### src/rtl/memory_map_pkg.sv
// constants and types for the cpu memory space mapper
package memory_map_pkg;
	// ----------------------------------------
	// address windows
	// ----------------------------------------
	localparam logic [15:0] BANK_LO      = 16'h8000;
	localparam logic [15:0] FLASH_XD_TOP = 16'hDEFF;
	localparam logic [15:0] RADIO_LO     = 16'hDF00;
	localparam logic [15:0] SFR_MIR_LO   = 16'hDF80;
	localparam logic [15:0] SRAM_LO      = 16'hE000;
	localparam logic [15:0] RETAIN_LO    = 16'hF000;
	localparam logic [15:0] EXCL_LO      = 16'hFD56;
	localparam logic [15:0] EXCL_HI      = 16'hFEFF;
	localparam logic [4:0]  IDATA_PAGE   = 5'h1F;
	// ----------------------------------------
	// register locations and fields
	// ----------------------------------------
	localparam logic [7:0] SFR_BANKSEL   = 8'h9F;
	localparam logic [7:0] SFR_MEMCFG    = 8'hC7;
	localparam int         PRIM_LSB      = 0;
	localparam int         MIRR_LSB      = 4;
	localparam int         UNIF_BIT      = 6;
	localparam logic       UNIF_RST      = 1'b0;
	localparam logic [1:0] BANK_RST      = 2'h0;
	// core-internal registers, bit i is location 0x80+i
	localparam logic [127:0] CORE_SFR_MASK = 128'h0001_0001_0001_0000_0000_0000_0004_00BE;
	// ----------------------------------------
	// bus owner states
	// ----------------------------------------
	typedef enum logic [2:0] {
		BUS_IDLE  = 3'b001,
		BUS_FETCH = 3'b010,
		BUS_XDATA = 3'b100
	} bus_e;
endpackage

### src/rtl/memory_space_mapper.sv
// cpu memory space mapper: four cpu spaces onto flash, sram and registers
`timescale 1ns/1ns
module memory_space_mapper
	import memory_map_pkg::*;
(
	input  wire logic        clk_sys,
	input  wire logic        rst,
	input  wire logic        small_flash_option,
	input  wire logic        large_flash_option,
	input  wire logic        deep_sleep_level_two,
	input  wire logic        deep_sleep_level_three,
	input  wire logic        code_req,
	input  wire logic [15:0] code_addr,
	input  wire logic        xd_req,
	input  wire logic        xd_we,
	input  wire logic [15:0] xd_addr,
	input  wire logic [7:0]  xd_wdata,
	input  wire logic        id_req,
	input  wire logic        id_indirect,
	input  wire logic [7:0]  id_addr,
	input  wire logic        sfr_req,
	input  wire logic        sfr_we,
	input  wire logic        sfr_bit,
	input  wire logic [7:0]  sfr_addr,
	input  wire logic [7:0]  sfr_wdata,
	output logic             code_grant,
	output logic             xd_grant,
	output logic             fetch_active,
	output logic             xdata_active,
	output logic             flash_en,
	output logic [16:0]      flash_addr,
	output logic             sram_en,
	output logic             sram_we,
	output logic [12:0]      sram_addr,
	output logic             radio_en,
	output logic [6:0]       radio_addr,
	output logic             sfr_xen,
	output logic [7:0]       sfr_xaddr,
	output logic             bus_we,
	output logic [7:0]       bus_wdata,
	output logic             bus_unmapped,
	output logic             id_sram_en,
	output logic [12:0]      id_sram_addr,
	output logic             id_reject,
	output logic             sfr_bit_ok,
	output logic [7:0]       sfr_rdata,
	output logic             unified_map_select,
	output logic [1:0]       bank_select_primary,
	output logic [1:0]       bank_select_mirror,
	output logic             sram_low_off,
	output logic             sram_excl_off
);
	// ----------------------------------------
	// state
	// ----------------------------------------
	typedef struct packed {
		bus_e        bus;
		logic        munif;
		logic [1:0]  bank;
		logic [1:0]  opt_m;
		logic [1:0]  opt;
		logic        flash_en;
		logic [16:0] flash_addr;
		logic        sram_en;
		logic        sram_we;
		logic [12:0] sram_addr;
		logic        radio_en;
		logic [6:0]  radio_addr;
		logic        sfr_xen;
		logic [7:0]  sfr_xaddr;
		logic        bus_we;
		logic [7:0]  bus_wdata;
		logic        bus_unmapped;
		logic        id_sram_en;
		logic [12:0] id_sram_addr;
		logic        id_reject;
		logic        sfr_bit_ok;
		logic [7:0]  sfr_rdata;
		logic        sram_low_off;
		logic        sram_excl_off;
	} state_s;

	state_s s_q;
	state_s s_d;

	// register location seen through the external mirror window
	function automatic logic [7:0] mirror_sfr(input logic [15:0] a);
		mirror_sfr = {1'b1, a[6:0]};
	endfunction

	// ----------------------------------------
	// bus arbitration
	// ----------------------------------------
	// shared bus arbitration
	// data wins so a pending store is never starved by prefetch
	assign xd_grant   = xd_req;
	assign code_grant = code_req & ~xd_req;

	logic [15:0] a;
	logic        is_code;
	logic        big;
	logic        is_small;
	logic [1:0]  bank_eff;
	logic        in_sfr;
	logic        core_hit;
	logic [7:0]  wr_loc;
	logic [7:0]  wr_data;
	logic        wr_en;
	logic        sleep;

	// ----------------------------------------
	// next state
	// ----------------------------------------
	always_comb begin
		s_d      = s_q;
		is_code  = code_grant;
		a        = xd_grant ? xd_addr : code_addr;
		is_small = s_q.opt[0];
		big      = s_q.opt[1];
		bank_eff = big ? s_q.bank : {1'b0, s_q.bank[0]};
		in_sfr   = (a >= SFR_MIR_LO) && (a < SRAM_LO);
		core_hit = CORE_SFR_MASK[a[6:0]];
		sleep    = deep_sleep_level_two | deep_sleep_level_three;
		// straps cross in through two flops
		s_d.opt_m = {large_flash_option, small_flash_option};
		s_d.opt   = s_q.opt_m;

		s_d.bus          = xd_grant ? BUS_XDATA : (code_grant ? BUS_FETCH : BUS_IDLE);
		s_d.flash_en     = 1'b0;
		s_d.sram_en      = 1'b0;
		s_d.radio_en     = 1'b0;
		s_d.sfr_xen      = 1'b0;
		s_d.bus_unmapped = 1'b0;
		s_d.bus_we       = xd_grant & xd_we;
		s_d.bus_wdata    = xd_wdata;
		s_d.flash_addr   = {1'b0, a};
		s_d.sram_addr    = a[12:0];
		s_d.radio_addr   = a[6:0];
		s_d.sfr_xaddr    = mirror_sfr(a);
		s_d.sram_we      = xd_grant & xd_we;

		// bus side decode, one cycle of latency
		if (xd_grant | code_grant) begin
			if (is_code && !s_q.munif) begin
				if (a < BANK_LO) begin
					s_d.flash_en = 1'b1;
				end else if (is_small) begin
					s_d.bus_unmapped = 1'b1;
				end else begin
					s_d.flash_en   = 1'b1;
					s_d.flash_addr = {bank_eff, a[14:0]};
				end
			end else if (a < BANK_LO) begin
				// lower half fixed to bank zero
				s_d.flash_en = 1'b1;
			end else if (a <= FLASH_XD_TOP) begin
				if (is_small) begin
					s_d.bus_unmapped = 1'b1;
				end else if (is_code) begin
					// lower 24 KB of chosen bank
					s_d.flash_en   = 1'b1;
					s_d.flash_addr = {bank_eff, a[14:0]};
				end else begin
					s_d.flash_en = 1'b1;
				end
			end else if (a < SFR_MIR_LO) begin
				s_d.radio_en = 1'b1;
			end else if (in_sfr) begin
				s_d.sfr_xen      = ~core_hit;
				s_d.bus_unmapped = core_hit;
			end else begin
				s_d.sram_en = 1'b1;
			end
		end

		s_d.id_sram_en   = 1'b0;
		s_d.id_reject    = 1'b0;
		s_d.id_sram_addr = {IDATA_PAGE, id_addr};
		if (id_req) begin
			if (id_addr[7] && !id_indirect) begin
				s_d.id_reject = 1'b1;
			end else begin
				s_d.id_sram_en = 1'b1;
			end
		end

		// bit access needs low three bits clear
		s_d.sfr_bit_ok = sfr_req & sfr_bit & sfr_addr[7] & (sfr_addr[2:0] == 3'h0);

		// register writes through the direct space or the mirror
		wr_en   = 1'b0;
		wr_loc  = sfr_addr;
		wr_data = sfr_wdata;
		if (sfr_req && sfr_we && !sfr_bit) begin
			wr_en = 1'b1;
		end else if (xd_grant && xd_we && in_sfr) begin
			wr_en   = 1'b1;
			wr_loc  = mirror_sfr(a);
			wr_data = xd_wdata;
		end
		if (wr_en) begin
			if (wr_loc == SFR_BANKSEL) begin
				s_d.bank = wr_data[PRIM_LSB+:2];
			end else if (wr_loc == SFR_MEMCFG) begin
				s_d.bank  = wr_data[MIRR_LSB+:2];
				s_d.munif = wr_data[UNIF_BIT];
			end
		end

		// read back sees the shared bank bits in both fields
		s_d.sfr_rdata = 8'h00;
		if (sfr_req && !sfr_we) begin
			if (sfr_addr == SFR_BANKSEL) begin
				s_d.sfr_rdata[PRIM_LSB+:2] = s_q.bank;
			end else if (sfr_addr == SFR_MEMCFG) begin
				s_d.sfr_rdata[MIRR_LSB+:2] = s_q.bank;
				s_d.sfr_rdata[UNIF_BIT]    = s_q.munif;
			end
		end

		// lower half powered off in deep sleep
		s_d.sram_low_off  = sleep;
		s_d.sram_excl_off = sleep;
	end

	// ----------------------------------------
	// registers
	// ----------------------------------------
	// reset restores the standard map and bank zero
	always_ff @(posedge clk_sys or posedge rst) begin
		if (rst) begin
			s_q       <= '0;
			s_q.bus   <= BUS_IDLE;
			s_q.munif <= UNIF_RST;
			s_q.bank  <= BANK_RST;
		end else begin
			s_q <= s_d;
		end
	end

	// ----------------------------------------
	// outputs
	// ----------------------------------------
	assign fetch_active        = s_q.bus == BUS_FETCH;
	assign xdata_active        = s_q.bus == BUS_XDATA;
	assign flash_en            = s_q.flash_en;
	assign flash_addr          = s_q.flash_addr;
	assign sram_en             = s_q.sram_en;
	assign sram_we             = s_q.sram_we & s_q.sram_en;
	assign sram_addr           = s_q.sram_addr;
	assign radio_en            = s_q.radio_en;
	assign radio_addr          = s_q.radio_addr;
	assign sfr_xen             = s_q.sfr_xen;
	assign sfr_xaddr           = s_q.sfr_xaddr;
	assign bus_we              = s_q.bus_we;
	assign bus_wdata           = s_q.bus_wdata;
	assign bus_unmapped        = s_q.bus_unmapped;
	assign id_sram_en          = s_q.id_sram_en;
	assign id_sram_addr        = s_q.id_sram_addr;
	assign id_reject           = s_q.id_reject;
	assign sfr_bit_ok          = s_q.sfr_bit_ok;
	assign sfr_rdata           = s_q.sfr_rdata;
	assign unified_map_select  = s_q.munif;
	assign bank_select_primary = s_q.bank;
	assign bank_select_mirror  = s_q.bank;
	assign sram_low_off        = s_q.sram_low_off;
	assign sram_excl_off       = s_q.sram_excl_off;
endmodule

### config.mk
export PLATFORM = sky130hd
export DESIGN_NAME = memory_space_mapper
export DESIGN_NICKNAME = d
export VERILOG_FILES = /design/src/rtl/memory_map_pkg.sv /design/src/rtl/memory_space_mapper.sv
export SDC_FILE = /design/constraint.sdc
export NUM_CORES = 1
export LEC_CHECK = 0
export CORE_MARGIN = 4
export CORE_UTILIZATION = 30
export CTS_BUF_LIST = sky130_fd_sc_hd__clkbuf_4
export DETAILED_ROUTE_END_ITERATION = 7
export DONT_BUFFER_PORTS = 1
export MAX_ROUTING_LAYER = met4
export PLACE_DENSITY_LB_ADDON = 0.15
export RECOVER_POWER = 25
export SYNTH_ARGS = -nofsm -noshare
export SYNTH_HDL_FRONTEND = slang
export SYNTH_SLANG_ARGS = --single-unit
### constraint.sdc
create_clock -name clk_sys -period 3.9 [get_ports clk_sys]
set_clock_uncertainty 0.2 [all_clocks]
set_input_delay 0.195 -clock clk_sys [delete_from_list [all_inputs] [get_ports clk_sys]]
set_output_delay 0.195 -clock clk_sys [all_outputs]
set_load 0.005 [all_outputs]
==> results.toml, run 1 <==
[die]
io_pins = 173
fp.dieArea_sq_um = 11500
placementRows = 35
initial_utilization = 0.313
die_w_um = 107
core_sq_um = 9420
dieHeight_um = 107

[drt]
drt_iter0_markers = 101
drc = 0
wl_per_cell_um = 17.8
viasPerCell = 4.35
ant_nets = 0
wirelength_mm = 7.34
vias = 1798
dr.pass1.iters = 4

[synth]
synth_seq_cells = 59
seq_area_frac_synth = 0.501
synth_warnings = 0
syn_avg_cell_area_sq_um = 10.8
synthCells = 272
syn-cell-area_sq_um = 2950
synthDistinctLibCells = 44

[global_route]
grt_max_degree = 40
grt.met1_usage = 0.160
overflow = 0
use_met3 = 0.0391
grt_pass1_vias = 2075
grt_use_total = 0.135
grt_use_met2 = 0.209
antenna_found_initial = 0
grt_pass1_wl_mm = 11.2
busiest_layer = "met2"

[finish]
layout-drive-gt1-share = 0.120
multi_input_area_sq_um = 818
n_antenna_cell = 0
finalInstanceArea_sq_um = 3420
nFillCells = 943
area_growth_pct = 15.9
regArea_sq_um = 1480
layout.nets = 357

[timing]
finalMaxSlewViolations = 0
final.setup.tns_ps = 0
fin_ws_ps = 1080
finalHoldViolCount = 0
whs_ps = 34.2
worst_pin_slew_ps = 917
fin_crit_sh = 0.722
slew_headroom = 0.388
timing.fmax_ghz = 0.355
period_minus_slack_ps = 2820
rsz0062_at_grt = "false"
setup_viol = 0

[critical_path]
crit_required_ps = 4060
reg2reg_from = "unified_map_select$_DFFE_PP0P_"
reg2regPathDepth = 5
crit_path_start_kind = "input pin"
end_kind = "flop"
critPathArrivalTime_ps = 2980
crit_fanout = 26
worstSetupStartpoint = "xd_req"
crit_type = "in2reg"

[clocking]
htree_levels = 3
cts.clk_slew.worst_paths_ps = 120
cts_tree = "yes"
cts-root-buf = "clkbuf_4"
clk-insertion-delay-late_ps = 410
cts_made_buffers = 9
post-cts-setup-buffer-count = 0
cts_sinks = 59
clock_path_buffers = 2

[power_and_ir_drop]
leakage_nw = 1.54
peakVddDrop_mv = 0.122
power_mw = 1.27
powerDensity_nw_per_um2 = 373

[run]
drv_cap = 0

[placement]
place_ws_ps = 1880
hpwlAfterDp_mm = 5.05
numPortBuffers = 0
place.gp.congestion = 0.744
placed_area_sq_um = 2500

[run_status]
status = "finished, final reports clean"

[hold_path]
worstHoldStart = "sfr_addr[6]"
hold_path.class = "in2reg"
holdPathStages = 4
-- metal layers --
metal / share of wire / routed length, um / up-vias
met5: 0 / 0 / -
met1: 0.41 / 3030 / 857
met2: 0.49 / 3570 / 87
met3: 0.077 / 562 / 14
li1: - / - / 840
met4: 0.025 / 184 / 0
-- cell type report --
type	count	area share
Clock buffer	9	0.0198
Tap cell	129	0.0472
Clock inverter	7	0.0227
Sequential cell	59	0.432
Inverter	10	0.0110
Multi-Input combinational cell	122	0.239
Timing Repair Buffer	77	0.228
-- power breakdown --
group,total [mW],switching (mW),internal [mW]
Clock,0.453,0.254,0.199
Sequential,0.671,0.0283,0.642
Combinational,0.151,0.0648,0.0861
Total,1.27,0.347,0.928
-- synth_stat cells (all sizes together) --
master / number / share of area
nand3b: 2 / 0.0051
or4: 1 / 0.0025
a21oi: 2 / 0.0034
and3: 3 / 0.0064
a31oi: 1 / 0.0021
or2: 1 / 0.0021
mux2i: 14 / 0.052
a21boi: 1 / 0.0025
nand3: 5 / 0.0085
a31o: 1 / 0.0030
dfstp: 1 / 0.0089
o31ai: 1 / 0.0025
nor3: 5 / 0.0085
nor3b: 6 / 0.015
dfrtp: 58 / 0.49
nand4b: 1 / 0.0030
nand2: 19 / 0.024
conb: 2 / 0.0025
mux2: 10 / 0.039
inv: 10 / 0.013
a32o: 1 / 0.0034
o21ai: 6 / 0.010
a22o: 1 / 0.0030
buf: 83 / 0.21
o22a: 1 / 0.0030
nor2: 16 / 0.021
o22ai: 3 / 0.0064
nand2b: 3 / 0.0064
a2111oi: 1 / 0.0030
and3b: 1 / 0.0030
a211oi: 1 / 0.0042
nor4b: 2 / 0.0081
and2: 6 / 0.013
a22oi: 1 / 0.0025
o211ai: 2 / 0.0051
-- metrics by stage --
step / util / cells
2_1_floorplan: - / 274
3_3_place_gp: 0.266 / 321
3_5_place_dp: 0.266 / 321
4_1_cts: 0.363 / 413
5_1_grt: 0.363 / 413
6_report: 0.363 / 413
-- flip-flops by register name (all words and copies together), names as in the netlist, 2 cells and up --
name                cells
id_sram_addr            9
bus_wdata               8
sfr_xaddr               7
flash_addr              5
sfr_rdata               5
sram_addr               5
s_q                     3
bank_select_mirror      2
s_d                     2
-- worst paths after layout --
kind	slack, ps	end
setup / recovery	1080	bus_unmapped$_DFF_PP0_
hold / removal	30	sfr_rdata[1]$_DFF_PP0_
setup reg to reg	1850	flash_en$_DFF_PP0_
hold reg to reg	160	big$_DFF_PP0_
max in group asynchronous	2230	s_q[93]$_DFF_PP1_
min in group asynchronous	230	flash_addr[14]$_DFF_PP0_
-- critical path, stage by stage --
cell and delay (ps):
dlygate4sd3_1 590, buf_12 200, mux2i_4 280, dlygate4sd3_1 600
inv_2 50, or4_1 510, o31ai_1 80, a22oi_1 140
nor2_2 170, a31o_1 160
-- layout by cell type (no fill, tap or decap), drive strengths merged, types with 3 or more instances in the layout --
cell	synthesis	final
dfrtp	58	58
and3	3	3
nand3	5	5
o22ai	3	3
inv	10	11
nand2b	3	3
nor2	16	16
nand2	19	19
dlygate4sd3	0	75
clkinv	0	4
nor3	5	5
mux2	10	10
conb	2	4
nor3b	6	6
and2	6	6
clkbuf	0	9
o21ai	6	6
mux2i	14	14
-- repair_timing --
item,CTS,global route
hold buffers,76,0
setup endpoints to repair,0,0
gates resized for setup,0,0
endpoints found under the hold margin,76,0
-- cell families (layout without fill, tap and decap cells) --
family	after synthesis	count (layout)	synth area share
multiplexers	24	24	0.0912
buffers and inverters	93	103	0.224
flip-flops	59	59	0.501
AO/OA/AOI/OAI	23	23	0.0543
AND/OR/NAND/NOR	71	71	0.127
other	2	4	0.00255
(Power assumes the default switching activity.)
==> inputs of run 2 (changes only) <==
==> constraint.sdc (replaced) <==
create_clock -name clk_sys -period 2.7 [get_ports clk_sys]
set_clock_uncertainty 0.2 [all_clocks]
set_input_delay 0.135 -clock clk_sys [delete_from_list [all_inputs] [get_ports clk_sys]]
set_output_delay 0.135 -clock clk_sys [all_outputs]
set_load 0.005 [all_outputs]
==> run 2 against run 1 <==
Sequential share of layout area decreased by 0.65 points. Total power increased by 44%. Clock power increased by 43%. Combinational power increased by 46%. Register-to-register slack got worse by 1200 ps. Via count increased by 3.3%. Critical endpoint is now unified_map_select$_DFFE_PP0P_.
==> results.toml, run 2 (same netlist as run 1, synthesis figures left out) <==
[run_status]
status = "finished, final reports clean"

[critical_path]
reg2regPathDepth = 5
reg2reg_from = "unified_map_select$_DFFE_PP0P_"
worstSetupEndpoint = "unified_map_select$_DFFE_PP0P_"
crit_required_ps = 2790
crit_type = "in2reg"
end_kind = "flop"
crit_path_start_kind = "input pin"
crit_fanout = 2
r2r_slack_ps = 620
critPathArrivalTime_ps = 2690
reg2reg_to = "flash_en$_DFF_PP0_"
worstSetupStartpoint = "sfr_addr[4]"

[timing]
fin_crit_sh = 0.963
setup_viol = 0
worst_pin_slew_ps = 1320
finalHoldViolCount = 0
rsz0062_at_grt = "false"
slew_headroom = 0.121
whs_ps = 42.9
final.setup.tns_ps = 0
timing.fmax_ghz = 0.385
period_minus_slack_ps = 2600
finalMaxSlewViolations = 0

[drt]
viasPerCell = 4.42
dr.pass1.iters = 4
drt_iter0_markers = 62
wl_per_cell_um = 17.4
vias = 1857
ant_nets = 0
wirelength_mm = 7.32
drc = 0

[die]
die_w_um = 107
dieHeight_um = 107
initial_utilization = 0.313
io_pins = 173
fp.dieArea_sq_um = 11500
core_sq_um = 9420
placementRows = 35

[global_route]
antenna_found_initial = 1
overflow = 0
grt_max_degree = 27
grt_use_total = 0.135
grt_pass1_vias = 2199
grt_pass1_wl_mm = 11.3

[clocking]
cts_tree = "yes"
cts_made_buffers = 9
clk-insertion-delay-late_ps = 390
cts.clk_slew.worst_paths_ps = 100
clock_path_buffers = 2
cts-root-buf = "clkbuf_4"
cts_sinks = 59
htree_levels = 3

[power_and_ir_drop]
power_frac_comb = 0.120
leakage_nw = 1.56
netSwitchingFraction = 0.269
p_int_mw = 1.34
powerDensity_nw_per_um2 = 529
peakVddDrop_mv = 0.235
clkPwrFrac = 0.352
p_seq_frac = 0.528
p_sw_uw = 493

[finish]
largest_register_ffs = 9
finalInstanceArea_sq_um = 3470
area_growth_pct = 17.6
layout.nets = 363
fin_cells = 420
layout-drive-gt1-share = 0.114
nFillCells = 941
layout_common_cells = "80 x dlygate4sd3_1, 58 x dfrtp_1, 19 x nand2_1"
final_common_cell = "dlygate4sd3_1"

[placement]
place.gp.congestion = 0.749
hpwlAfterDp_mm = 5.16
placed_area_sq_um = 2510
placedCellCount = 322
numPortBuffers = 0

[hold_path]
hold_path.class = "in2reg"

[run]
drv_cap = 0
run 2: cell types whose count changed in the layout (fill, tap and decap cells not counted), sizes merged:
cell / before / now
dlygate4sd3: 75 / 80
clkbuf: 9 / 11
buf: 2 / 1
diode: 0 / 1
run 2: stage by stage:
stage / utilization / worst slack, ps / power [mW]
2_1_floorplan: - / 910 / 1.17
3_3_place_gp: 0.267 / 788 / 1.10
3_5_place_dp: 0.267 / 769 / 1.10
4_1_cts: 0.369 / 105 / 1.87
5_1_grt: 0.369 / 32.2 / 1.94
6_report: 0.369 / 101 / 1.84
run 2: worst min-delay path by stage:
stage | to | from | depth (start not counted) | slack [ps]
3_5_place_dp | id_sram_addr[6]$_DFF_PP0_ | rst | 1 | -200
6_report | unified_map_select$_DFFE_PP0P_ | xd_req | 5 | 40
5_1_grt | unified_map_select$_DFFE_PP0P_ | xd_req | 4 | 30
4_1_cts | unified_map_select$_DFFE_PP0P_ | xd_req | 5 | 20
2_1_floorplan | bus_wdata[0]$_DFF_PP0_ | xd_wdata[0] | 0 | -30
3_3_place_gp | flash_addr[13]$_DFF_PP0_ | rst | 1 | -210
run 2: critical path, cell delays in order:
cell           delay [ps]
dlygate4sd3_1         530
nor3b_1               270
dlygate4sd3_1         610
nand2_1                60
dlygate4sd3_1         600
mux2i_1               180
nand2_1                70
a22o_1                230
run 2: final cells by class:
class	count	area, sq um	share of cell area
diodes	1	2.50	0.000721
clock buffers	9	67.6	0.0195
clock inverters	7	77.6	0.0224
inverters	10	37.5	0.0108
multi-input cells	122	818	0.236
flip-flops and latches	59	1480	0.426
well taps	129	161	0.0465
repair buffers	83	828	0.239
run 2: metal layers:
metal  part of all wire  GRT usage  wire length (um)  up-vias
met5                  0          -                 0        -
li1                   -          -                 -      854
met1               0.40      0.151              2950      897
met4              0.027     0.0639               201        0
met2               0.47      0.215              3470       93
met3              0.096     0.0488               701       13
run 2: power groups by stage:
| stage | clock, mW | sequential, mW | combinational (mW) |
|---|---|---|---|
| finish | 0.646 | 0.969 | 0.221 |
| global route | 0.714 | 0.978 | 0.245 |
| CTS | 0.680 | 0.972 | 0.223 |
| detailed placement | 0 | 0.989 | 0.110 |
| global placement | 0 | 0.989 | 0.109 |
| floorplan | 0 | 0.964 | 0.202 |
run 2: repair_timing:
action | CTS | global route
hold endpoints to repair | 114 | 0
hold buffers | 81 | 0
setup endpoints to repair | 0 | 1
gates resized for setup | 0 | 0
setup buffers | 0 | 0
